===== config.mk =====
export PLATFORM = sky130hd
export DESIGN_NAME = cpu_control_registers
export DESIGN_NICKNAME = d
export VERILOG_FILES = /design/src/shared/cpu_ctrl_pkg.sv /design/src/cpu_control_registers.sv
export SDC_FILE = /design/constraint.sdc
export NUM_CORES = 1
export LEC_CHECK = 0
export ABC_AREA = 1
export ABC_CLOCK_PERIOD_IN_PS = 4400
export BUFFER_PORTS_ARGS = -buffer_cell sky130_fd_sc_hd__buf_2
export CORE_UTILIZATION = 57
export CTS_BUF_LIST = sky130_fd_sc_hd__clkbuf_2
export DETAILED_ROUTE_END_ITERATION = 16
export GPL_ROUTABILITY_DRIVEN = 0
export PLACE_DENSITY = 0.89
export SYNTH_ARGS = -nofsm -noshare
export SYNTH_HDL_FRONTEND = slang
export SYNTH_SLANG_ARGS = --single-unit
export TNS_END_PERCENT = 5

===== constraint.sdc =====
create_clock -name pclk -period 4.4 [get_ports pclk]
set_input_delay 0.44 -clock pclk [delete_from_list [all_inputs] [get_ports pclk]]
set_output_delay 0.44 -clock pclk [all_outputs]
set_load 0.03 [all_outputs]

===== src/shared/cpu_ctrl_pkg.sv =====
// Shared constants and types for the CPU control register bank.
package cpu_ctrl_pkg;
   // Register indices; the APB byte address is four times the index.
   localparam logic [5:0] IDX_GUARD = 6'h04;
   localparam logic [5:0] IDX_SP_LO = 6'h0D;
   localparam logic [5:0] IDX_SP_HI = 6'h0E;
   localparam logic [5:0] IDX_STATUS_FLAGS_REGISTER = 6'h0F;
   localparam int ADDR_W = 8;
   // Guard keys and status bits.
   localparam logic [7:0] KEY_SELF_PROG = 8'h9D;
   localparam logic [7:0] KEY_IO_UNLOCK = 8'hD8;
   localparam int GUARD_IO_BIT = 0;
   localparam int GUARD_SPM_BIT = 1;
   localparam logic [7:0] GUARD_RESET = 8'h00;
   // Status register bit positions and reset value.
   localparam int STATUS_FLAGS_REGISTER_I = 7;
   localparam int STATUS_FLAGS_REGISTER_T = 6;
   localparam int STATUS_FLAGS_REGISTER_H = 5;
   localparam int STATUS_FLAGS_REGISTER_S = 4;
   localparam int STATUS_FLAGS_REGISTER_V = 3;
   localparam int STATUS_FLAGS_REGISTER_N = 2;
   localparam int STATUS_FLAGS_REGISTER_Z = 1;
   localparam int STATUS_FLAGS_REGISTER_C = 0;
   localparam logic [7:0] STATUS_FLAGS_REGISTER_RESET = 8'h00;
   // Instruction count for the guard window and the stack write shield, and stack pointer steps.
   localparam logic [2:0] INSN_WINDOW = 3'h4;
   localparam logic [15:0] SP_CALL_STEP = 16'h0002;
   localparam logic [15:0] SP_BYTE_STEP = 16'h0001;

   typedef enum logic [2:0] {
      WIN_IDLE = 3'b001,
      WIN_IO = 3'b010,
      WIN_SPM = 3'b100
   } win_state_t;

   typedef struct packed {
      logic h_en;
      logic v_en;
      logic c_en;
      logic h;
      logic v;
      logic n;
      logic z;
      logic c;
   } alu_flags_t;

   typedef struct packed {
      logic insn_done;
      logic io_write;
      logic nvm_access;
      logic sleep_exec;
      logic interrupt_set_insn;
      logic interrupt_clear_insn;
      logic bit_store_to_flag;
      logic bst_val;
      logic alu_update;
      logic push1;
      logic pop1;
      logic push2;
      logic pop2;
   } core_evt_t;
endpackage


===== src/cpu_control_registers.sv =====
// CPU control register bank: configuration guard, stack pointer and status register.
//
// Contract
// - Protected writes or instructions allowed only in four instructions after a valid key.
// - Key 0x9D opens self-programming, 0xD8 unlocks protected registers, others nothing.
// - No interrupt is serviced while a guard window is open; pending ones wait.
// - Guard bit 0 reads one while the register-unlock window is open.
// - Guard bit 1 reads one while the self-programming window is open.
// - Guard bits 7 to 2 always read zero.
// - Reset loads the stack pointer with the top SRAM address.
// - Only SRAM address bits of the stack pointer are writable; upper bits keep the top address value.
// - Stack pointer low byte at the base offset, high byte at the next.
// - Writing the stack low byte blocks interrupts four instructions or until an I/O write.
// - Status bit 7 is the global interrupt enable gating all interrupts.
// - Interrupt entry and return leave the global enable untouched.
// - Dedicated set and clear instructions and register writes change the global enable.
// - Changing the global enable over the register bus adds one wait cycle.
// - Status bit 6 is the bit-load source and bit-store destination.
// - Status bit 5 takes the half carry of supporting arithmetic operations.
// - Status bit 4 always equals negative xor overflow.
// - Status bit 3 takes signed overflow of supporting arithmetic operations.
// - Status bit 2 takes the negative result flag.
// - Status bit 1 takes the zero result flag.
// - Status bit 0 takes the carry flag.
// - The register-unlock window closes on I/O writes, NVM access or sleep.
// - Calls and interrupts lower the stack pointer by two, returns raise it by two.
`timescale 1ns/1ps
module cpu_control_registers #(
   parameter int SP_IMPL_BITS = 12,
   parameter logic [15:0] SP_TOP = 16'h7FFF
) (
   // Clock and reset.
   input wire logic pclk,
   input wire logic presetn,
   // APB slave.
   input wire logic psel,
   input wire logic penable,
   input wire logic pwrite,
   input wire logic [cpu_ctrl_pkg::ADDR_W-1:0] paddr,
   input wire logic [31:0] pwdata,
   output logic [31:0] prdata,
   output logic pready,
   output logic pslverr,
   // Core events and ALU results.
   input wire cpu_ctrl_pkg::core_evt_t core_evt,
   input wire cpu_ctrl_pkg::alu_flags_t alu_flags,
   // State seen by the core.
   output logic irq_allow,
   output logic io_unlock_open,
   output logic self_prog_open,
   output logic [15:0] stack_pointer,
   output logic [7:0] status_flags,
   output logic t_bit
);
   import cpu_ctrl_pkg::*;

   localparam logic [15:0] SP_KEEP = 16'((32'h1 << SP_IMPL_BITS) - 32'h1);
   // The fixed upper bits copy the top address, so the pointer can never leave SRAM.
   localparam logic [15:0] SP_FIXED = SP_TOP & ~SP_KEEP;

   win_state_t win_q;
   logic [2:0] win_cnt_q;
   logic [2:0] shield_cnt_q;
   logic [15:0] sp_q;
   logic [15:0] sp_d;
   logic gie_q;
   logic t_q;
   logic h_q;
   logic v_q;
   logic n_q;
   logic z_q;
   logic c_q;
   logic wait_q;
   logic [31:0] rdata_q;
   logic [5:0] idx;
   logic mapped;
   logic access;
   logic gie_change;
   logic commit;
   logic wr;
   logic [7:0] guard_rd;
   logic [7:0] status_flags_register_rd;

   assign idx = paddr[7:2];
   assign mapped = (paddr[1:0] == 2'h0) && (idx == IDX_GUARD || idx == IDX_SP_LO ||
      idx == IDX_SP_HI || idx == IDX_STATUS_FLAGS_REGISTER);
   assign access = psel & penable;
   assign gie_change = pwrite & mapped & (idx == IDX_STATUS_FLAGS_REGISTER) & (pwdata[STATUS_FLAGS_REGISTER_I] != gie_q);

   // A change of the global enable holds the access for exactly one extra cycle.
   assign pready = ~(access & gie_change & ~wait_q);
   assign commit = access & pready;
   assign wr = commit & pwrite & mapped;
   assign pslverr = commit & ~mapped;
   assign prdata = rdata_q;

   always_ff @(posedge pclk or negedge presetn) begin
      if (!presetn) begin
         wait_q <= 1'b0;
      end else begin
         wait_q <= access & gie_change & ~wait_q;
      end
   end

   // Guard window: opened by a key, counted down by retired instructions.
   always_ff @(posedge pclk or negedge presetn) begin
      if (!presetn) begin
         win_q <= WIN_IDLE;
         win_cnt_q <= 3'h0;
      end else if (wr && idx == IDX_GUARD && pwdata[7:0] == KEY_IO_UNLOCK) begin
         win_q <= WIN_IO;
         win_cnt_q <= INSN_WINDOW;
      end else if (wr && idx == IDX_GUARD && pwdata[7:0] == KEY_SELF_PROG) begin
         win_q <= WIN_SPM;
         win_cnt_q <= INSN_WINDOW;
      end else begin
         unique case (win_q)
            WIN_IDLE: begin
               win_cnt_q <= 3'h0;
            end
            WIN_IO: begin
               if (wr || core_evt.io_write || core_evt.nvm_access || core_evt.sleep_exec) begin
                  win_q <= WIN_IDLE;
                  win_cnt_q <= 3'h0;
               end else if (core_evt.insn_done) begin
                  win_cnt_q <= win_cnt_q - 3'h1;
                  if (win_cnt_q == 3'h1) begin
                     win_q <= WIN_IDLE;
                  end
               end
            end
            WIN_SPM: begin
               if (core_evt.nvm_access || core_evt.sleep_exec) begin
                  win_q <= WIN_IDLE;
                  win_cnt_q <= 3'h0;
               end else if (core_evt.insn_done) begin
                  win_cnt_q <= win_cnt_q - 3'h1;
                  if (win_cnt_q == 3'h1) begin
                     win_q <= WIN_IDLE;
                  end
               end
            end
            default: begin
               win_q <= WIN_IDLE;
               win_cnt_q <= 3'h0;
            end
         endcase
      end
   end

   assign io_unlock_open = (win_q == WIN_IO);
   assign self_prog_open = (win_q == WIN_SPM);

   // Shield after a stack low byte write, so the high byte can follow safely.
   always_ff @(posedge pclk or negedge presetn) begin
      if (!presetn) begin
         shield_cnt_q <= 3'h0;
      end else if (wr && idx == IDX_SP_LO) begin
         shield_cnt_q <= INSN_WINDOW;
      end else if (shield_cnt_q != 3'h0) begin
         if (wr || core_evt.io_write) begin
            shield_cnt_q <= 3'h0;
         end else if (core_evt.insn_done) begin
            shield_cnt_q <= shield_cnt_q - 3'h1;
         end
      end
   end

   // Pending interrupts are held off, not dropped; the core keeps them waiting.
   assign irq_allow = gie_q & (win_q == WIN_IDLE) & (shield_cnt_q == 3'h0);

   // Stack pointer; a bus write wins over a core push or pop in the same cycle.
   always_comb begin
      sp_d = sp_q;
      if (wr && idx == IDX_SP_LO) begin
         sp_d = {sp_q[15:8], pwdata[7:0]};
      end else if (wr && idx == IDX_SP_HI) begin
         sp_d = {pwdata[7:0], sp_q[7:0]};
      end else if (core_evt.push2) begin
         sp_d = sp_q - SP_CALL_STEP;
      end else if (core_evt.pop2) begin
         sp_d = sp_q + SP_CALL_STEP;
      end else if (core_evt.push1) begin
         sp_d = sp_q - SP_BYTE_STEP;
      end else if (core_evt.pop1) begin
         sp_d = sp_q + SP_BYTE_STEP;
      end
      sp_d = (sp_d & SP_KEEP) | SP_FIXED;
   end

   always_ff @(posedge pclk or negedge presetn) begin
      if (!presetn) begin
         sp_q <= SP_TOP;
      end else begin
         sp_q <= sp_d;
      end
   end

   assign stack_pointer = sp_q;

   // Global enable; interrupt entry and return have no path here at all.
   always_ff @(posedge pclk or negedge presetn) begin
      if (!presetn) begin
         gie_q <= STATUS_FLAGS_REGISTER_RESET[STATUS_FLAGS_REGISTER_I];
      end else if (wr && idx == IDX_STATUS_FLAGS_REGISTER) begin
         gie_q <= pwdata[STATUS_FLAGS_REGISTER_I];
      end else if (core_evt.interrupt_set_insn) begin
         gie_q <= 1'b1;
      end else if (core_evt.interrupt_clear_insn) begin
         gie_q <= 1'b0;
      end
   end

   // Arithmetic flags; the sign flag is never stored, only derived.
   always_ff @(posedge pclk or negedge presetn) begin
      if (!presetn) begin
         t_q <= STATUS_FLAGS_REGISTER_RESET[STATUS_FLAGS_REGISTER_T];
         h_q <= STATUS_FLAGS_REGISTER_RESET[STATUS_FLAGS_REGISTER_H];
         v_q <= STATUS_FLAGS_REGISTER_RESET[STATUS_FLAGS_REGISTER_V];
         n_q <= STATUS_FLAGS_REGISTER_RESET[STATUS_FLAGS_REGISTER_N];
         z_q <= STATUS_FLAGS_REGISTER_RESET[STATUS_FLAGS_REGISTER_Z];
         c_q <= STATUS_FLAGS_REGISTER_RESET[STATUS_FLAGS_REGISTER_C];
      end else if (wr && idx == IDX_STATUS_FLAGS_REGISTER) begin
         t_q <= pwdata[STATUS_FLAGS_REGISTER_T];
         h_q <= pwdata[STATUS_FLAGS_REGISTER_H];
         v_q <= pwdata[STATUS_FLAGS_REGISTER_V];
         n_q <= pwdata[STATUS_FLAGS_REGISTER_N];
         z_q <= pwdata[STATUS_FLAGS_REGISTER_Z];
         c_q <= pwdata[STATUS_FLAGS_REGISTER_C];
      end else begin
         if (core_evt.bit_store_to_flag) begin
            t_q <= core_evt.bst_val;
         end
         if (core_evt.alu_update) begin
            if (alu_flags.h_en) begin
               h_q <= alu_flags.h;
            end
            if (alu_flags.v_en) begin
               v_q <= alu_flags.v;
            end
            if (alu_flags.c_en) begin
               c_q <= alu_flags.c;
            end
            n_q <= alu_flags.n;
            z_q <= alu_flags.z;
         end
      end
   end

   assign status_flags_register_rd = {gie_q, t_q, h_q, n_q ^ v_q, v_q, n_q, z_q, c_q};
   assign status_flags = status_flags_register_rd;
   assign t_bit = t_q;
   assign guard_rd = {6'h00, self_prog_open, io_unlock_open};

   // Read data is latched in the setup cycle and stays put for the whole access.
   always_ff @(posedge pclk or negedge presetn) begin
      if (!presetn) begin
         rdata_q <= 32'h0000_0000;
      end else if (psel && !penable) begin
         if (!mapped || pwrite) begin
            rdata_q <= 32'h0000_0000;
         end else if (idx == IDX_GUARD) begin
            rdata_q <= {24'h00_0000, guard_rd};
         end else if (idx == IDX_SP_LO) begin
            rdata_q <= {24'h00_0000, sp_q[7:0]};
         end else if (idx == IDX_SP_HI) begin
            rdata_q <= {24'h00_0000, sp_q[15:8]};
         end else begin
            rdata_q <= {24'h00_0000, status_flags_register_rd};
         end
      end
   end

   property p_key_opens;
      @(posedge pclk) disable iff (!presetn)
      (wr && idx == IDX_GUARD && pwdata[7:0] == KEY_IO_UNLOCK) |=>
         io_unlock_open && win_cnt_q == 3'h4;
   endproperty
   a_key_opens: assert property (p_key_opens)
      else $error("Unlock key did not open window");

   property p_bad_key;
      @(posedge pclk) disable iff (!presetn)
      (wr && idx == IDX_GUARD && pwdata[7:0] != KEY_IO_UNLOCK && pwdata[7:0] != KEY_SELF_PROG &&
         win_q == WIN_IDLE) |=> win_q == WIN_IDLE;
   endproperty
   a_bad_key: assert property (p_bad_key) else $error("Wrong key opened a window");

   property p_window_len;
      @(posedge pclk) disable iff (!presetn)
      (win_q != WIN_IDLE && win_cnt_q == 3'h1 && core_evt.insn_done && !wr) |=>
         win_q == WIN_IDLE;
   endproperty
   a_window_len: assert property (p_window_len)
      else $error("Window outlived four instructions");

   property p_no_irq_in_window;
      @(posedge pclk) disable iff (!presetn)
      (io_unlock_open || self_prog_open) |-> !irq_allow;
   endproperty
   a_no_irq_in_window: assert property (p_no_irq_in_window)
      else $error("Interrupt allowed in window");

   property p_io_close;
      @(posedge pclk) disable iff (!presetn)
      (io_unlock_open && (core_evt.io_write || core_evt.sleep_exec) && !wr) |=> !io_unlock_open;
   endproperty
   a_io_close: assert property (p_io_close) else $error("Unlock window stayed open");

   property p_guard_read;
      @(posedge pclk) disable iff (!presetn)
      (psel && !penable && !pwrite && mapped && idx == IDX_GUARD) |=>
         prdata == {30'h0, $past(self_prog_open), $past(io_unlock_open)};
   endproperty
   a_guard_read: assert property (p_guard_read) else $error("Guard read value wrong");

   property p_sp_upper;
      @(posedge pclk) disable iff (!presetn)
      (stack_pointer & ~SP_KEEP) == SP_FIXED;
   endproperty
   a_sp_upper: assert property (p_sp_upper)
      else $error("Stack pointer fixed bits changed");

   property p_call_step;
      @(posedge pclk) disable iff (!presetn)
      (core_evt.push2 && !wr) |=>
         stack_pointer == ((($past(stack_pointer) - SP_CALL_STEP) & SP_KEEP) | SP_FIXED);
   endproperty
   a_call_step: assert property (p_call_step)
      else $error("Call did not lower pointer by two");

   property p_shield;
      @(posedge pclk) disable iff (!presetn)
      (wr && idx == IDX_SP_LO) |=> !irq_allow;
   endproperty
   a_shield: assert property (p_shield)
      else $error("Interrupt allowed after stack write");

   property p_gie_wait;
      @(posedge pclk) disable iff (!presetn)
      (access && !wait_q && gie_change) |-> !pready ##1 pready;
   endproperty
   a_gie_wait: assert property (p_gie_wait)
      else $error("Enable change had no single wait");

   property p_sign;
      @(posedge pclk) disable iff (!presetn)
      status_flags[STATUS_FLAGS_REGISTER_S] == (status_flags[STATUS_FLAGS_REGISTER_N] ^ status_flags[STATUS_FLAGS_REGISTER_V]);
   endproperty
   a_sign: assert property (p_sign) else $error("Sign flag is not N xor V");

   property p_gie_hold;
      @(posedge pclk) disable iff (!presetn)
      (!wr && !core_evt.interrupt_set_insn && !core_evt.interrupt_clear_insn) |=> status_flags[STATUS_FLAGS_REGISTER_I] == $past(status_flags[STATUS_FLAGS_REGISTER_I]);
   endproperty
   a_gie_hold: assert property (p_gie_hold)
      else $error("Global enable changed by itself");
endmodule


==> report_table.html, run 1 <==
<table>
<tr><th>Metric</th><th>Value</th></tr>
<tr><th colspan="2">Routing</th></tr>
<tr><td>Number of nets with antenna violations after detailed routing</td><td>0</td></tr>
<tr><td>Number of design rule violations left after detail routing</td><td>0</td></tr>
<tr><td>Number of iterations in the first detailed-routing pass</td><td>8</td></tr>
<tr><td>Via count</td><td>4,140</td></tr>
<tr><td>Routed WL</td><td>9950 um</td></tr>
<tr><td>Drt initial violations</td><td>454</td></tr>
<tr><td>Vias/cell</td><td>5.58</td></tr>
<tr><td>Wire length per cell after detailed routing</td><td>13.4 um</td></tr>
<tr><th colspan="2">Logic synthesis</th></tr>
<tr><td>Number of register bits inferred by synthesis</td><td>37</td></tr>
<tr><td>Sequential cell area fraction in the yosys report</td><td>25.1%</td></tr>
<tr><td>Mapped Area</td><td>3750 sq um</td></tr>
<tr><td>Average instance area after synthesis</td><td>6.21 sq um</td></tr>
<tr><td>Yosys cell types</td><td>40</td></tr>
<tr><td>EDFF count, synth</td><td>0</td></tr>
<tr><td>Asr flop ratio synth</td><td>100%</td></tr>
<tr><td>Cell count after synthesis</td><td>604</td></tr>
<tr><td>Top FF cell, synth</td><td>dfrtp_1</td></tr>
<tr><td>Number of warnings reported in the yosys synthesis log</td><td>0</td></tr>
<tr><th colspan="2">Floorplanning</th></tr>
<tr><td>Starting utilization of the core area</td><td>59.0%</td></tr>
<tr><td>Top-Level Pins</td><td>128</td></tr>
<tr><td>Horiz. Die Dim</td><td>83.1 um</td></tr>
<tr><td>Die Area</td><td>6900 sq um</td></tr>
<tr><td>Number of rows created at floorplan</td><td>29</td></tr>
<tr><td>Core ar.</td><td>6350 sq um</td></tr>
<tr><td>Die Span Y</td><td>83.1 um</td></tr>
<tr><th colspan="2">Timing</th></tr>
<tr><td>Setup TNS Final</td><td>0 ns</td></tr>
<tr><td>Final Skew</td><td>0.0120 ns</td></tr>
<tr><td>Minimum clock period after layout</td><td>2.33 ns</td></tr>
<tr><td>Number of failing setup endpoints in the final timing report</td><td>0</td></tr>
<tr><td>Worst-case headroom to the max-slew limit</td><td>45.3%</td></tr>
<tr><td>Fmax</td><td>428 MHz</td></tr>
<tr><td>Setup repair after global routing missed its margin</td><td>no</td></tr>
<tr><td>Transition at the pin with the smallest max-transition slack</td><td>0.821 ns</td></tr>
<tr><td>Share of the clock period used by the worst path</td><td>53.0%</td></tr>
<tr><td>Fin. Hold Viols</td><td>0</td></tr>
<tr><td>Max-slew violation count</td><td>0</td></tr>
<tr><th colspan="2">GRT</th></tr>
<tr><td>Via count of the first global-routing pass</td><td>3,840</td></tr>
<tr><td>All-Layer GR Usage</td><td>29.6%</td></tr>
<tr><td>Maximum number of pins on one net before global-route repair</td><td>38</td></tr>
<tr><td>Wire length of the first global-routing pass</td><td>17,000 um</td></tr>
<tr><td>Initial antenna violation count</td><td>0</td></tr>
<tr><td>Aggregate global routing overflow</td><td>0</td></tr>
<tr><th colspan="2">Setup path</th></tr>
<tr><td>Required time at the endpoint of the critical path</td><td>3.96 ns</td></tr>
<tr><td>Critical path capture point type</td><td>output port</td></tr>
<tr><td>Worst setup path category</td><td>in2out</td></tr>
<tr><td>Startpoint type of the worst setup path</td><td>input pin</td></tr>
<tr><td>Setup slack on the worst flop-to-flop path</td><td>2.29 ns</td></tr>
<tr><td>Data arrival time of the worst path</td><td>1.89 ns</td></tr>
<tr><td>Maximum fanout along the worst path</td><td>13</td></tr>
<tr><th colspan="2">Pwr</th></tr>
<tr><td>Pwr dens</td><td>429 nW/um^2</td></tr>
<tr><td>Overall power of the completed layout</td><td>1.74 mW</td></tr>
<tr><td>Leakage power</td><td>2.33 nW</td></tr>
<tr><td>Worst IR drop on VDD</td><td>0.000268 V</td></tr>
<tr><th colspan="2">Outcome</th></tr>
<tr><td>Result of the run</td><td>finished clean</td></tr>
<tr><th colspan="2">Cells and area</th></tr>
<tr><td>Fraction of layout cells with a size suffix above 1</td><td>17.1%</td></tr>
<tr><td>Final layout net count</td><td>748</td></tr>
<tr><td>Fin cells</td><td>742</td></tr>
<tr><td>Count of antenna diodes in the layout</td><td>0</td></tr>
<tr><td>Most common cell after layout, fill and taps aside</td><td>nand2_1</td></tr>
<tr><td>Area overhead of the layout relative to synthesis</td><td>7.84%</td></tr>
<tr><td>Most used cells in the layout excluding fill and tap cells</td><td>nand2_1, inv_1, buf_2</td></tr>
<tr><th colspan="2">CTS</th></tr>
<tr><td>Post-CTS clock slew at the launch and capture registers of the worst setup and hold paths</td><td>0.21 ns</td></tr>
<tr><td>CTS Root Cell</td><td>clkbuf_2</td></tr>
<tr><td>H-Tree Depth</td><td>2</td></tr>
<tr><td>Total of cells resized after clock tree synthesis</td><td>0</td></tr>
<tr><td>Total of hold buffers inserted after clock tree synthesis</td><td>0</td></tr>
<tr><td>Number of buffers added for setup after CTS</td><td>0</td></tr>
<tr><td>Number of sinks driven by the clock tree</td><td>37</td></tr>
<tr><td>Maximum buffer depth of the clock tree</td><td>2</td></tr>
<tr><td>Number of buffers created by CTS</td><td>5</td></tr>
<tr><td>Latest clock arrival within the worst-skew pair</td><td>0.40 ns</td></tr>
<tr><td>CTS tree</td><td>built</td></tr>
<tr><th colspan="2">Place</th></tr>
<tr><td>Cell count after placement</td><td>735</td></tr>
<tr><td>Total half-perimeter wirelength after legalization and detailed placement</td><td>7860 um</td></tr>
<tr><td>PortBufs</td><td>75</td></tr>
<tr><th colspan="2">Worst hold path</th></tr>
<tr><td>Type of the most critical hold path</td><td>in2async</td></tr>
<tr><th colspan="2">Flow run</th></tr>
<tr><td>Max-cap check violation count</td><td>0</td></tr>
</table>
==> cell families after synthesis <==
logic type / synth area share [%]
other: 0.200
muxes: 0.300
AOI/OAI and AO/OA: 12.9
DFF: 25.1
adders and majority gates: 5.87
xor gates and xnor gates: 1.17
buffers and inverters: 17.1
and+or+nand+nor: 37.4
==> state kept, by name, summed over array words and instances, names as in the netlist <==
register / flops
stack_pointer: 12
prdata: 8
shield_cnt_q: 3
win_cnt_q: 3
win_q: 3
c_q: 1
gie_q: 1
h_q: 1
n_q: 1
t_bit: 1
v_q: 1
wait_q: 1
z_q: 1
==> per-layer routing <==
layer | global-route usage, % | routed length [um] | vias to the layer above
met5 | 0 | 0 | -
met4 | 10.3 | 221 | 0
met3 | 6.16 | 969 | 30
met2 | 50.1 | 4700 | 240
met1 | 37.3 | 4060 | 1864
li1 | - | - | 2006
==> through the flow <==
step                cell area (sq um)  hold WS, ns  setup slack [ns]  utilization (%)
floorplan                        3850        0.144              2.27                -
global placement                 4000        0.466              2.00             63.1
detailed placement               4000        0.467              1.89             63.1
CTS                              4040        0.121              2.08             63.7
global route                     4040        0.152              1.89             63.7
finish                           4040        0.102              2.07             63.7
==> synthesized netlist by cell type, drive strengths merged, types with 2 or more instances <==
cell type	n	share of area, %
nand4	10	2.1
nor2	54	5.7
dfrtp	24	16
a22oi	2	0.40
nor3	7	1.1
a21oi	21	2.9
nand3b	2	0.40
conb	2	0.20
or2	3	0.50
a31o	2	0.47
xor2	4	0.93
a31oi	5	0.83
ha	16	5.3
clkbuf	9	0.90
o21ai	45	6.0
buf	38	7.5
o22ai	5	0.83
dfstp	13	9.1
nor4	5	0.83
nand3	60	8.5
nand2	179	18
inv	86	8.6
o211ai	3	0.60
==> power by group <==
part	total, mW	switching [mW]	internal (mW)
Sequential	0.582	0.147	0.435
Clock	0.165	0.126	0.0399
Combinational	0.989	0.659	0.329
==> worst max-delay path: stages <==
cell	delay (ns)
buf_2	0.11
nor2_2	0.18
nand3_1	0.37
nand3_2	0.19
nand3_2	0.11
nor2_1	0.22
nor3_1	0.08
buf_2	0.18
==> worst paths after layout <==
| path | end | cells after the start | start |
|---|---|---|---|
| worst min register to register | shield_cnt_q[2]$_DFFE_PN0P_ | 2 | shield_cnt_q[2]$_DFFE_PN0P_ |
| worst max-delay path | pslverr | 8 | paddr[7] |
| max in group asynchronous | shield_cnt_q[2]$_DFFE_PN0P_ | 1 | presetn |
| min in group pclk | stack_pointer[7]$_DFFE_PN1P_ | 3 | pwdata[7] |
| worst max register to register | stack_pointer[4]$_DFFE_PN1P_ | 10 | stack_pointer[3]$_DFFE_PN1P_ |
| worst min-delay path | shield_cnt_q[0]$_DFFE_PN0P_ | 1 | presetn |
==> final cells by class <==
class / instances / area [sq um]
clock buffers: 6 / 30.0
multi-input cells: 459 / 2260
flip-flops and latches: 37 / 942
well taps: 77 / 96.3
clock inverters: 1 / 8.76
repair buffers: 75 / 375
inverters: 87 / 327
fillers: 580 / 2310
(Power assumes the default switching activity.)
==> inputs of run 2 (changes only) <==
- ABC_AREA: 1 -> 0
- ABC_CLOCK_PERIOD_IN_PS: 4400 -> 1900
- CORE_UTILIZATION: 57 -> 48
- PLACE_DENSITY: 0.89 -> 0.8
- clock period: 4.4 -> 1.9 ns (I/O delays scaled with it)
==> report_table.html, run 2 <==
<table>
<tr><th>Metric</th><th>Value</th></tr>
<tr><th colspan="2">Setup path</th></tr>
<tr><td>Data arrival time of the worst path</td><td>2.39 ns</td></tr>
<tr><td>Startpoint of the most critical register-to-register path</td><td>stack_pointer[1]$_DFFE_PN1P_</td></tr>
<tr><td>Maximum fanout along the worst path</td><td>3</td></tr>
<tr><td>Critical path capture point type</td><td>flop</td></tr>
<tr><td>Setup slack on the worst flop-to-flop path</td><td>-0.15 ns</td></tr>
<tr><td>Largest incremental delay on the critical path</td><td>0.70 ns</td></tr>
<tr><td>Worst Reg2Reg Path Length in Cells</td><td>7</td></tr>
<tr><td>Startpoint type of the worst setup path</td><td>flop</td></tr>
<tr><td>Worst setup path category</td><td>reg2reg</td></tr>
<tr><td>Critical register-to-register path endpoint</td><td>stack_pointer[10]$_DFFE_PN1P_</td></tr>
<tr><td>Required time at the endpoint of the critical path</td><td>2.24 ns</td></tr>
<tr><td>Critical Path, Cell by Cell</td><td>fa_2, a211oi_4, o21ai_2, nand2_1, or4_1, and4b_1, o21ai_1</td></tr>
<tr><td>Highest-delay cell along the critical path</td><td>dfstp_4</td></tr>
<tr><th colspan="2">CTS</th></tr>
<tr><td>Post-CTS clock slew at the launch and capture registers of the worst setup and hold paths</td><td>0.23 ns</td></tr>
<tr><td>Latest clock arrival within the worst-skew pair</td><td>0.41 ns</td></tr>
<tr><td>Maximum buffer depth of the clock tree</td><td>2</td></tr>
<tr><td>Number of sinks driven by the clock tree</td><td>37</td></tr>
<tr><td>H-Tree Depth</td><td>2</td></tr>
<tr><td>CTS Root Cell</td><td>clkbuf_2</td></tr>
<tr><td>Number of buffers created by CTS</td><td>5</td></tr>
<tr><td>CTS tree</td><td>built</td></tr>
<tr><th colspan="2">Place</th></tr>
<tr><td>Placement-stage worst setup slack</td><td>-0.236 ns</td></tr>
<tr><td>Placed Area</td><td>4550 sq um</td></tr>
<tr><td>Cell count after placement</td><td>697</td></tr>
<tr><td>PortBufs</td><td>75</td></tr>
<tr><td>Total half-perimeter wirelength after legalization and detailed placement</td><td>8810 um</td></tr>
<tr><th colspan="2">Logic synthesis</th></tr>
<tr><td>Yosys cell types</td><td>67</td></tr>
<tr><td>Mapped Area</td><td>3720 sq um</td></tr>
<tr><td>Average instance area after synthesis</td><td>7.61 sq um</td></tr>
<tr><td>EDFF count, synth</td><td>0</td></tr>
<tr><td>Number of warnings reported in the yosys synthesis log</td><td>0</td></tr>
<tr><td>Cell count after synthesis</td><td>489</td></tr>
<tr><td>Top FF cell, synth</td><td>dfrtp_1</td></tr>
<tr><td>Number of register bits inferred by synthesis</td><td>37</td></tr>
<tr><td>Dominant cells by area after synthesis</td><td>dfrtp_1, dfstp_2, buf_4</td></tr>
<tr><td>Asr flop ratio synth</td><td>100%</td></tr>
<tr><td>Yosys top cell area share</td><td>16.1%</td></tr>
<tr><td>Sequential cell area fraction in the yosys report</td><td>25.3%</td></tr>
<tr><td>Leading post-synthesis cells by instance count</td><td>nand2_1, nor2_1, buf_4, a21oi_1, o21ai_0</td></tr>
<tr><td>Cell type contributing the most total cell area after synthesis</td><td>dfrtp_1</td></tr>
<tr><td>Most frequent cell after synthesis</td><td>nand2_1</td></tr>
<tr><th colspan="2">Routing</th></tr>
<tr><td>Drt initial violations</td><td>346</td></tr>
<tr><td>Vias/cell</td><td>5.82</td></tr>
<tr><td>Number of nets with antenna violations after detailed routing</td><td>0</td></tr>
<tr><td>Via count</td><td>4,130</td></tr>
<tr><td>Wire length per cell after detailed routing</td><td>15.9 um</td></tr>
<tr><td>Number of iterations in the first detailed-routing pass</td><td>5</td></tr>
<tr><td>Number of design rule violations left after detail routing</td><td>0</td></tr>
<tr><td>Routed WL</td><td>11,300 um</td></tr>
<tr><th colspan="2">Outcome</th></tr>
<tr><td>Result of the run</td><td>finished, violations left</td></tr>
<tr><td>Violations in the final reports</td><td>negative setup slack</td></tr>
<tr><th colspan="2">GRT</th></tr>
<tr><td>Maximum number of pins on one net before global-route repair</td><td>38</td></tr>
<tr><td>Wire length of the first global-routing pass</td><td>18,400 um</td></tr>
<tr><td>Aggregate global routing overflow</td><td>0</td></tr>
<tr><td>All-Layer GR Usage</td><td>27.9%</td></tr>
<tr><td>Initial antenna violation count</td><td>0</td></tr>
<tr><td>Via count of the first global-routing pass</td><td>3,894</td></tr>
<tr><th colspan="2">Floorplanning</th></tr>
<tr><td>Horiz. Die Dim</td><td>90.0 um</td></tr>
<tr><td>Core ar.</td><td>7370 sq um</td></tr>
<tr><td>Die Area</td><td>8110 sq um</td></tr>
<tr><td>Number of rows created at floorplan</td><td>31</td></tr>
<tr><td>Die Span Y</td><td>90.0 um</td></tr>
<tr><td>Starting utilization of the core area</td><td>50.5%</td></tr>
<tr><td>Top-Level Pins</td><td>128</td></tr>
<tr><th colspan="2">Timing</th></tr>
<tr><td>Worst-case headroom to the max-slew limit</td><td>44.1%</td></tr>
<tr><td>Max-slew violation count</td><td>0</td></tr>
<tr><td>Final Skew</td><td>0.0237 ns</td></tr>
<tr><td>Transition at the pin with the smallest max-transition slack</td><td>0.839 ns</td></tr>
<tr><td>Minimum clock period after layout</td><td>2.05 ns</td></tr>
<tr><td>Fin worst setup slack</td><td>-0.153 ns</td></tr>
<tr><td>Share of the clock period used by the worst path</td><td>108%</td></tr>
<tr><td>Number of failing setup endpoints in the final timing report</td><td>15</td></tr>
<tr><td>Fin. Hold Viols</td><td>0</td></tr>
<tr><td>Hold_ws</td><td>0.0487 ns</td></tr>
<tr><td>Setup repair after global routing missed its margin</td><td>yes</td></tr>
<tr><td>Fmax</td><td>487 MHz</td></tr>
<tr><td>Setup TNS Final</td><td>-1.20 ns</td></tr>
<tr><th colspan="2">Pwr</th></tr>
<tr><td>Leakage power</td><td>2.20 nW</td></tr>
<tr><td>Overall power of the completed layout</td><td>5.53 mW</td></tr>
<tr><td>Worst IR drop on VDD</td><td>0.000738 V</td></tr>
<tr><td>Pwr dens</td><td>1160 nW/um^2</td></tr>
<tr><th colspan="2">Cells and area</th></tr>
<tr><td>Fin cells</td><td>710</td></tr>
<tr><td>Flip-flop count of the largest register, all copies and words added</td><td>12</td></tr>
<tr><td>Area overhead of the layout relative to synthesis</td><td>28.6%</td></tr>
<tr><td>Post-route cell area</td><td>4780 sq um</td></tr>
<tr><td>Most used cells in the layout excluding fill and tap cells</td><td>buf_2, buf_4, nand2_1</td></tr>
<tr><td>Post-layout utilization of the core</td><td>64.9%</td></tr>
<tr><td>Count of antenna diodes in the layout</td><td>0</td></tr>
<tr><td>Most common cell after layout, fill and taps aside</td><td>buf_2</td></tr>
<tr><td>Fraction of layout cells with a size suffix above 1</td><td>33.4%</td></tr>
<tr><td>Final layout net count</td><td>693</td></tr>
<tr><th colspan="2">Worst hold path</th></tr>
<tr><td>Endpoint of the worst hold path</td><td>gie_q$_DFFE_PN0P_</td></tr>
<tr><td>Instance count along the most critical hold path</td><td>3</td></tr>
<tr><td>Type of the most critical hold path</td><td>in2reg</td></tr>
<tr><td>Worst min-delay path startpoint</td><td>core_evt[8]</td></tr>
<tr><th colspan="2">Flow run</th></tr>
<tr><td>Max-cap check violation count</td><td>0</td></tr>
</table>
## run 2: cell types whose count changed in the layout (fill, tap and decap cells not counted), sizes merged, moves of 7 or more
cell / previous run / this run
a211oi: 1 / 10
a21oi: 21 / 35
and3: 0 / 10
buf: 75 / 145
inv: 86 / 16
mux2i: 0 / 10
nand2: 179 / 58
nand3: 60 / 21
nand4: 10 / 3
nor2: 54 / 43
o21ai: 45 / 34
xnor2: 1 / 13
xor2: 4 / 11
## run 2: timing repair
action,CTS,global route
pin swaps,16,4
hold buffers,1,1
setup endpoints to repair,14,19
gates resized for setup,21,10
hold endpoints to repair,24,1
buffers inserted,3,0
## run 2: metal layers
layer	global-route usage (%)	share of wire, %	vias up
met2	47.2	48	218
met4	12.6	3.9	0
met1	35.0	42	1933
li1	-	-	1930
met5	0	0	-
met3	4.31	6.6	49
## run 2: area by class of cell
class,count,area [sq um]
Clock buffer,5,25.0
Clock inverter,3,65.1
Fill cell,633,2580
Inverter,17,63.8
Sequential cell,37,946
Multi-Input combinational cell,402,2620
Timing Repair Buffer,147,940
Tap cell,99,124
## run 2: worst max-delay path by stage
stage | from | endpoint | slack, ns | cells past startpoint
finish | stack_pointer[1]$_DFFE_PN1P_ | stack_pointer[10]$_DFFE_PN1P_ | -0.15 | 7
global route | stack_pointer[1]$_DFFE_PN1P_ | stack_pointer[11]$_DFFE_PN1P_ | -0.23 | 8
CTS | gie_q$_DFFE_PN0P_ | win_cnt_q[0]$_DFF_PN0_ | -0.18 | 6
detailed placement | wait_q$_DFF_PN0_ | win_cnt_q[1]$_DFF_PN0_ | -0.24 | 6
global placement | stack_pointer[1]$_DFFE_PN1P_ | stack_pointer[5]$_DFFE_PN1P_ | -0.16 | 7
floorplan | stack_pointer[1]$_DFFE_PN1P_ | stack_pointer[10]$_DFFE_PN1P_ | -0.12 | 7
## run 2: critical path, delay by kind of cell, from the launching register on
family	cells	cell delay [ns]
adders and majority gates	1	0.23
DFF	1	0.70
and+or+nand+nor	3	0.70
AOI/OAI and AO/OA	3	0.35
## run 2: report_power, final
part / switching, mW / internal, mW
combinational: 2.13 / 1.57
clock: 0.294 / 0.352
sequential: 0.147 / 1.05
## run 2: cells by family (layout without fill, tap and decap cells)
family          count (synthesis)  after routing  share of synthesized area, %
other cells                     2             28                         0.202
xor+xnor                       24             24                          5.65
compound gates                132            132                          22.9
fa+ha+maj                      17             17                          5.92
buf+inv                        76            172                          11.5
mux                            10             10                          2.69
flops                          37             37                          25.3
simple gates                  191            191                          25.8
==> inputs of run 3 (changes only) <==
- CORE_MARGIN: not set -> 4
- PLACE_DENSITY: 0.8 -> 0.84
==> report_table.html, run 3 (synthesis results as in run 2) <==
<table>
<tr><th>Metric</th><th>Value</th></tr>
<tr><th colspan="2">Timing</th></tr>
<tr><td>Fmax</td><td>463 MHz</td></tr>
<tr><td>Final Skew</td><td>0.0413 ns</td></tr>
<tr><td>Number of failing setup endpoints in the final timing report</td><td>12</td></tr>
<tr><td>Minimum clock period after layout</td><td>2.16 ns</td></tr>
<tr><td>Fin worst setup slack</td><td>-0.259 ns</td></tr>
<tr><td>Worst-case headroom to the max-slew limit</td><td>41.6%</td></tr>
<tr><td>Share of the clock period used by the worst path</td><td>114%</td></tr>
<tr><td>Max-slew violation count</td><td>0</td></tr>
<tr><td>Setup repair after global routing missed its margin</td><td>yes</td></tr>
<tr><td>Transition at the pin with the smallest max-transition slack</td><td>0.876 ns</td></tr>
<tr><td>Fin. Hold Viols</td><td>0</td></tr>
<tr><td>Hold_ws</td><td>0.0118 ns</td></tr>
<tr><th colspan="2">Routing</th></tr>
<tr><td>Drt initial violations</td><td>481</td></tr>
<tr><td>Number of nets with antenna violations after detailed routing</td><td>0</td></tr>
<tr><td>Routed met1 length</td><td>4560 um</td></tr>
<tr><td>Routed WL</td><td>11,800 um</td></tr>
<tr><td>Vias/cell</td><td>5.90</td></tr>
<tr><td>Number of iterations in the first detailed-routing pass</td><td>5</td></tr>
<tr><td>Wire length per cell after detailed routing</td><td>16.7 um</td></tr>
<tr><td>Number of design rule violations left after detail routing</td><td>0</td></tr>
<tr><td>Met3 WL</td><td>1230 um</td></tr>
<tr><td>Top layer used by detailed routing</td><td>met4</td></tr>
<tr><td>Met2 WL post-DR</td><td>5790 um</td></tr>
<tr><td>Via count</td><td>4,168</td></tr>
<tr><th colspan="2">Pwr</th></tr>
<tr><td>Leakage power</td><td>2.17 nW</td></tr>
<tr><td>Relative contribution of sequential cells to total power</td><td>21.3%</td></tr>
<tr><td>Pwr dens</td><td>1170 nW/um^2</td></tr>
<tr><td>Fraction of power consumed by combinational cells</td><td>68.9%</td></tr>
<tr><td>Worst IR drop on VDD</td><td>0.00111 V</td></tr>
<tr><td>Design internal power</td><td>2.90 mW</td></tr>
<tr><td>Clk pwr share</td><td>9.8%</td></tr>
<tr><td>Fraction of power spent switching nets</td><td>48.0%</td></tr>
<tr><td>Switching component of the power</td><td>2.67 mW</td></tr>
<tr><th colspan="2">Floorplanning</th></tr>
<tr><td>Number of rows created at floorplan</td><td>31</td></tr>
<tr><td>Core ar.</td><td>7410 sq um</td></tr>
<tr><td>Die Area</td><td>9220 sq um</td></tr>
<tr><td>Starting utilization of the core area</td><td>50.2%</td></tr>
<tr><td>Die Span Y</td><td>96.0 um</td></tr>
<tr><td>Top-Level Pins</td><td>128</td></tr>
<tr><td>Horiz. Die Dim</td><td>96.0 um</td></tr>
<tr><th colspan="2">Setup path</th></tr>
<tr><td>Crit path capture</td><td>stack_pointer[5]$_DFFE_PN1P_</td></tr>
<tr><td>Setup slack on the worst flop-to-flop path</td><td>-0.26 ns</td></tr>
<tr><td>Maximum fanout along the worst path</td><td>4</td></tr>
<tr><td>Worst setup path startpoint</td><td>stack_pointer[1]$_DFFE_PN1P_</td></tr>
<tr><td>Required time at the endpoint of the critical path</td><td>2.23 ns</td></tr>
<tr><td>Highest-delay cell along the critical path</td><td>dfstp_4</td></tr>
<tr><td>Data arrival time of the worst path</td><td>2.49 ns</td></tr>
<tr><td>Critical Path, Cell by Cell</td><td>ha_4, a21o_4, a221oi_2, xor2_1, nor2_1, o31ai_2, nand3_1</td></tr>
<tr><td>Worst setup path category</td><td>reg2reg</td></tr>
<tr><td>Startpoint of the most critical register-to-register path</td><td>stack_pointer[1]$_DFFE_PN1P_</td></tr>
<tr><td>Worst Reg2Reg Path Length in Cells</td><td>7</td></tr>
<tr><td>Critical path capture point type</td><td>flop</td></tr>
<tr><td>Largest incremental delay on the critical path</td><td>0.71 ns</td></tr>
<tr><td>Critical register-to-register path endpoint</td><td>stack_pointer[5]$_DFFE_PN1P_</td></tr>
<tr><td>Startpoint type of the worst setup path</td><td>flop</td></tr>
<tr><th colspan="2">GRT</th></tr>
<tr><td>Aggregate global routing overflow</td><td>0</td></tr>
<tr><td>Via count of the first global-routing pass</td><td>3,792</td></tr>
<tr><td>All-Layer GR Usage</td><td>24.7%</td></tr>
<tr><td>Wire length of the first global-routing pass</td><td>17,800 um</td></tr>
<tr><td>Maximum number of pins on one net before global-route repair</td><td>38</td></tr>
<tr><td>Initial antenna violation count</td><td>0</td></tr>
<tr><th colspan="2">CTS</th></tr>
<tr><td>Number of sinks driven by the clock tree</td><td>37</td></tr>
<tr><td>H-Tree Depth</td><td>2</td></tr>
<tr><td>Latest clock arrival within the worst-skew pair</td><td>0.43 ns</td></tr>
<tr><td>CTS tree</td><td>built</td></tr>
<tr><td>Maximum buffer depth of the clock tree</td><td>2</td></tr>
<tr><td>Post-CTS clock slew at the launch and capture registers of the worst setup and hold paths</td><td>0.26 ns</td></tr>
<tr><td>CTS Root Cell</td><td>clkbuf_2</td></tr>
<tr><td>Number of buffers created by CTS</td><td>5</td></tr>
<tr><th colspan="2">Place</th></tr>
<tr><td>PortBufs</td><td>75</td></tr>
<tr><td>Cell count after placement</td><td>694</td></tr>
<tr><td>Total half-perimeter wirelength after legalization and detailed placement</td><td>9150 um</td></tr>
<tr><th colspan="2">Cells and area</th></tr>
<tr><td>Fill cell instance count of the final layout</td><td>630</td></tr>
<tr><td>Most used cells in the layout excluding fill and tap cells</td><td>buf_2, buf_4, nand2_1</td></tr>
<tr><td>Fraction of layout cells with a size suffix above 1</td><td>33.1%</td></tr>
<tr><td>Most common cell after layout, fill and taps aside</td><td>buf_2</td></tr>
<tr><td>Fin cells</td><td>707</td></tr>
<tr><td>Post-layout utilization of the core</td><td>64.3%</td></tr>
<tr><td>Final layout net count</td><td>690</td></tr>
<tr><td>Flip-flop count of the largest register, all copies and words added</td><td>12</td></tr>
<tr><td>Area overhead of the layout relative to synthesis</td><td>28.0%</td></tr>
<tr><td>Count of antenna diodes in the layout</td><td>0</td></tr>
<tr><th colspan="2">Worst hold path</th></tr>
<tr><td>Worst min-delay path startpoint</td><td>alu_flags[1]</td></tr>
<tr><td>Type of the most critical hold path</td><td>in2reg</td></tr>
<tr><th colspan="2">Flow run</th></tr>
<tr><td>Max-cap check violation count</td><td>0</td></tr>
<tr><th colspan="2">Outcome</th></tr>
<tr><td>Violations in the final reports</td><td>negative setup slack</td></tr>
<tr><td>Result of the run</td><td>finished, violations left</td></tr>
</table>
## run 3: critical path, delay by kind of cell, from the launching register on
| family | cells | cell delay (ns) |
|---|---|---|
| fa+ha+maj | 1 | 0.20 |
| xor+xnor | 1 | 0.21 |
| simple gates | 2 | 0.21 |
| flops | 1 | 0.71 |
| compound gates | 3 | 0.73 |
## run 3: worst min-delay path by stage
stage                                       end  depth (start not counted)
floorplan                       c_q$_DFFE_PN0P_                          0
global placement    shield_cnt_q[1]$_DFFE_PN0P_                          1
detailed placement  shield_cnt_q[0]$_DFFE_PN0P_                          1
CTS                      win_cnt_q[0]$_DFF_PN0_                          3
global route                    z_q$_DFFE_PN0P_                          3
finish                          z_q$_DFFE_PN0P_                          3
## run 3: power groups by stage
stage	sequential, mW	combinational, mW	clock [mW]
after floorplan	1.48	2.08	0
after global placement	1.19	3.37	0
after detailed placement	1.20	3.47	0
after CTS	1.19	3.53	0.537
after global routing	1.21	4.12	0.579
final	1.19	3.84	0.543
## run 3: area by class of cell
type	instances	area (sq um)	share of cell area (%)
clock inverter	3	46.3	0.972
multi-input combinational	402	2640	55.5
clock buffer	5	25.0	0.526
timing repair buffer	144	913	19.2
sequential	37	946	19.9
tap	99	124	2.60
inverter	17	63.8	1.34
## run 3: per-layer routing
layer | vias up | track usage (%)
met1 | 1944 | 32.4
met5 | - | 0
met3 | 41 | 4.14
met4 | 0 | 7.82
met2 | 260 | 41.3
li1 | 1923 | -
## run 3: repair_timing
item | in CTS | in global routing
resized for setup | 9 | 23
hold buffers | 1 | 3
pin swaps | 5 | 9
endpoints found under the hold margin | 24 | 3
buffers inserted | 0 | 1
setup endpoints to repair | 15 | 17
gates cloned | 0 | 0
## run 3: stage by stage
stage	TNS [ns]	worst slack [ns]	power, mW	instance area (sq um)
floorplan	-0.946	-0.116	3.56	3890
global placement	-2.83	-0.176	4.56	4510
detailed placement	-3.69	-0.232	4.67	4510
CTS	-1.65	-0.221	5.25	4630
global route	-2.48	-0.275	5.90	4760
finish	-1.68	-0.259	5.57	4760
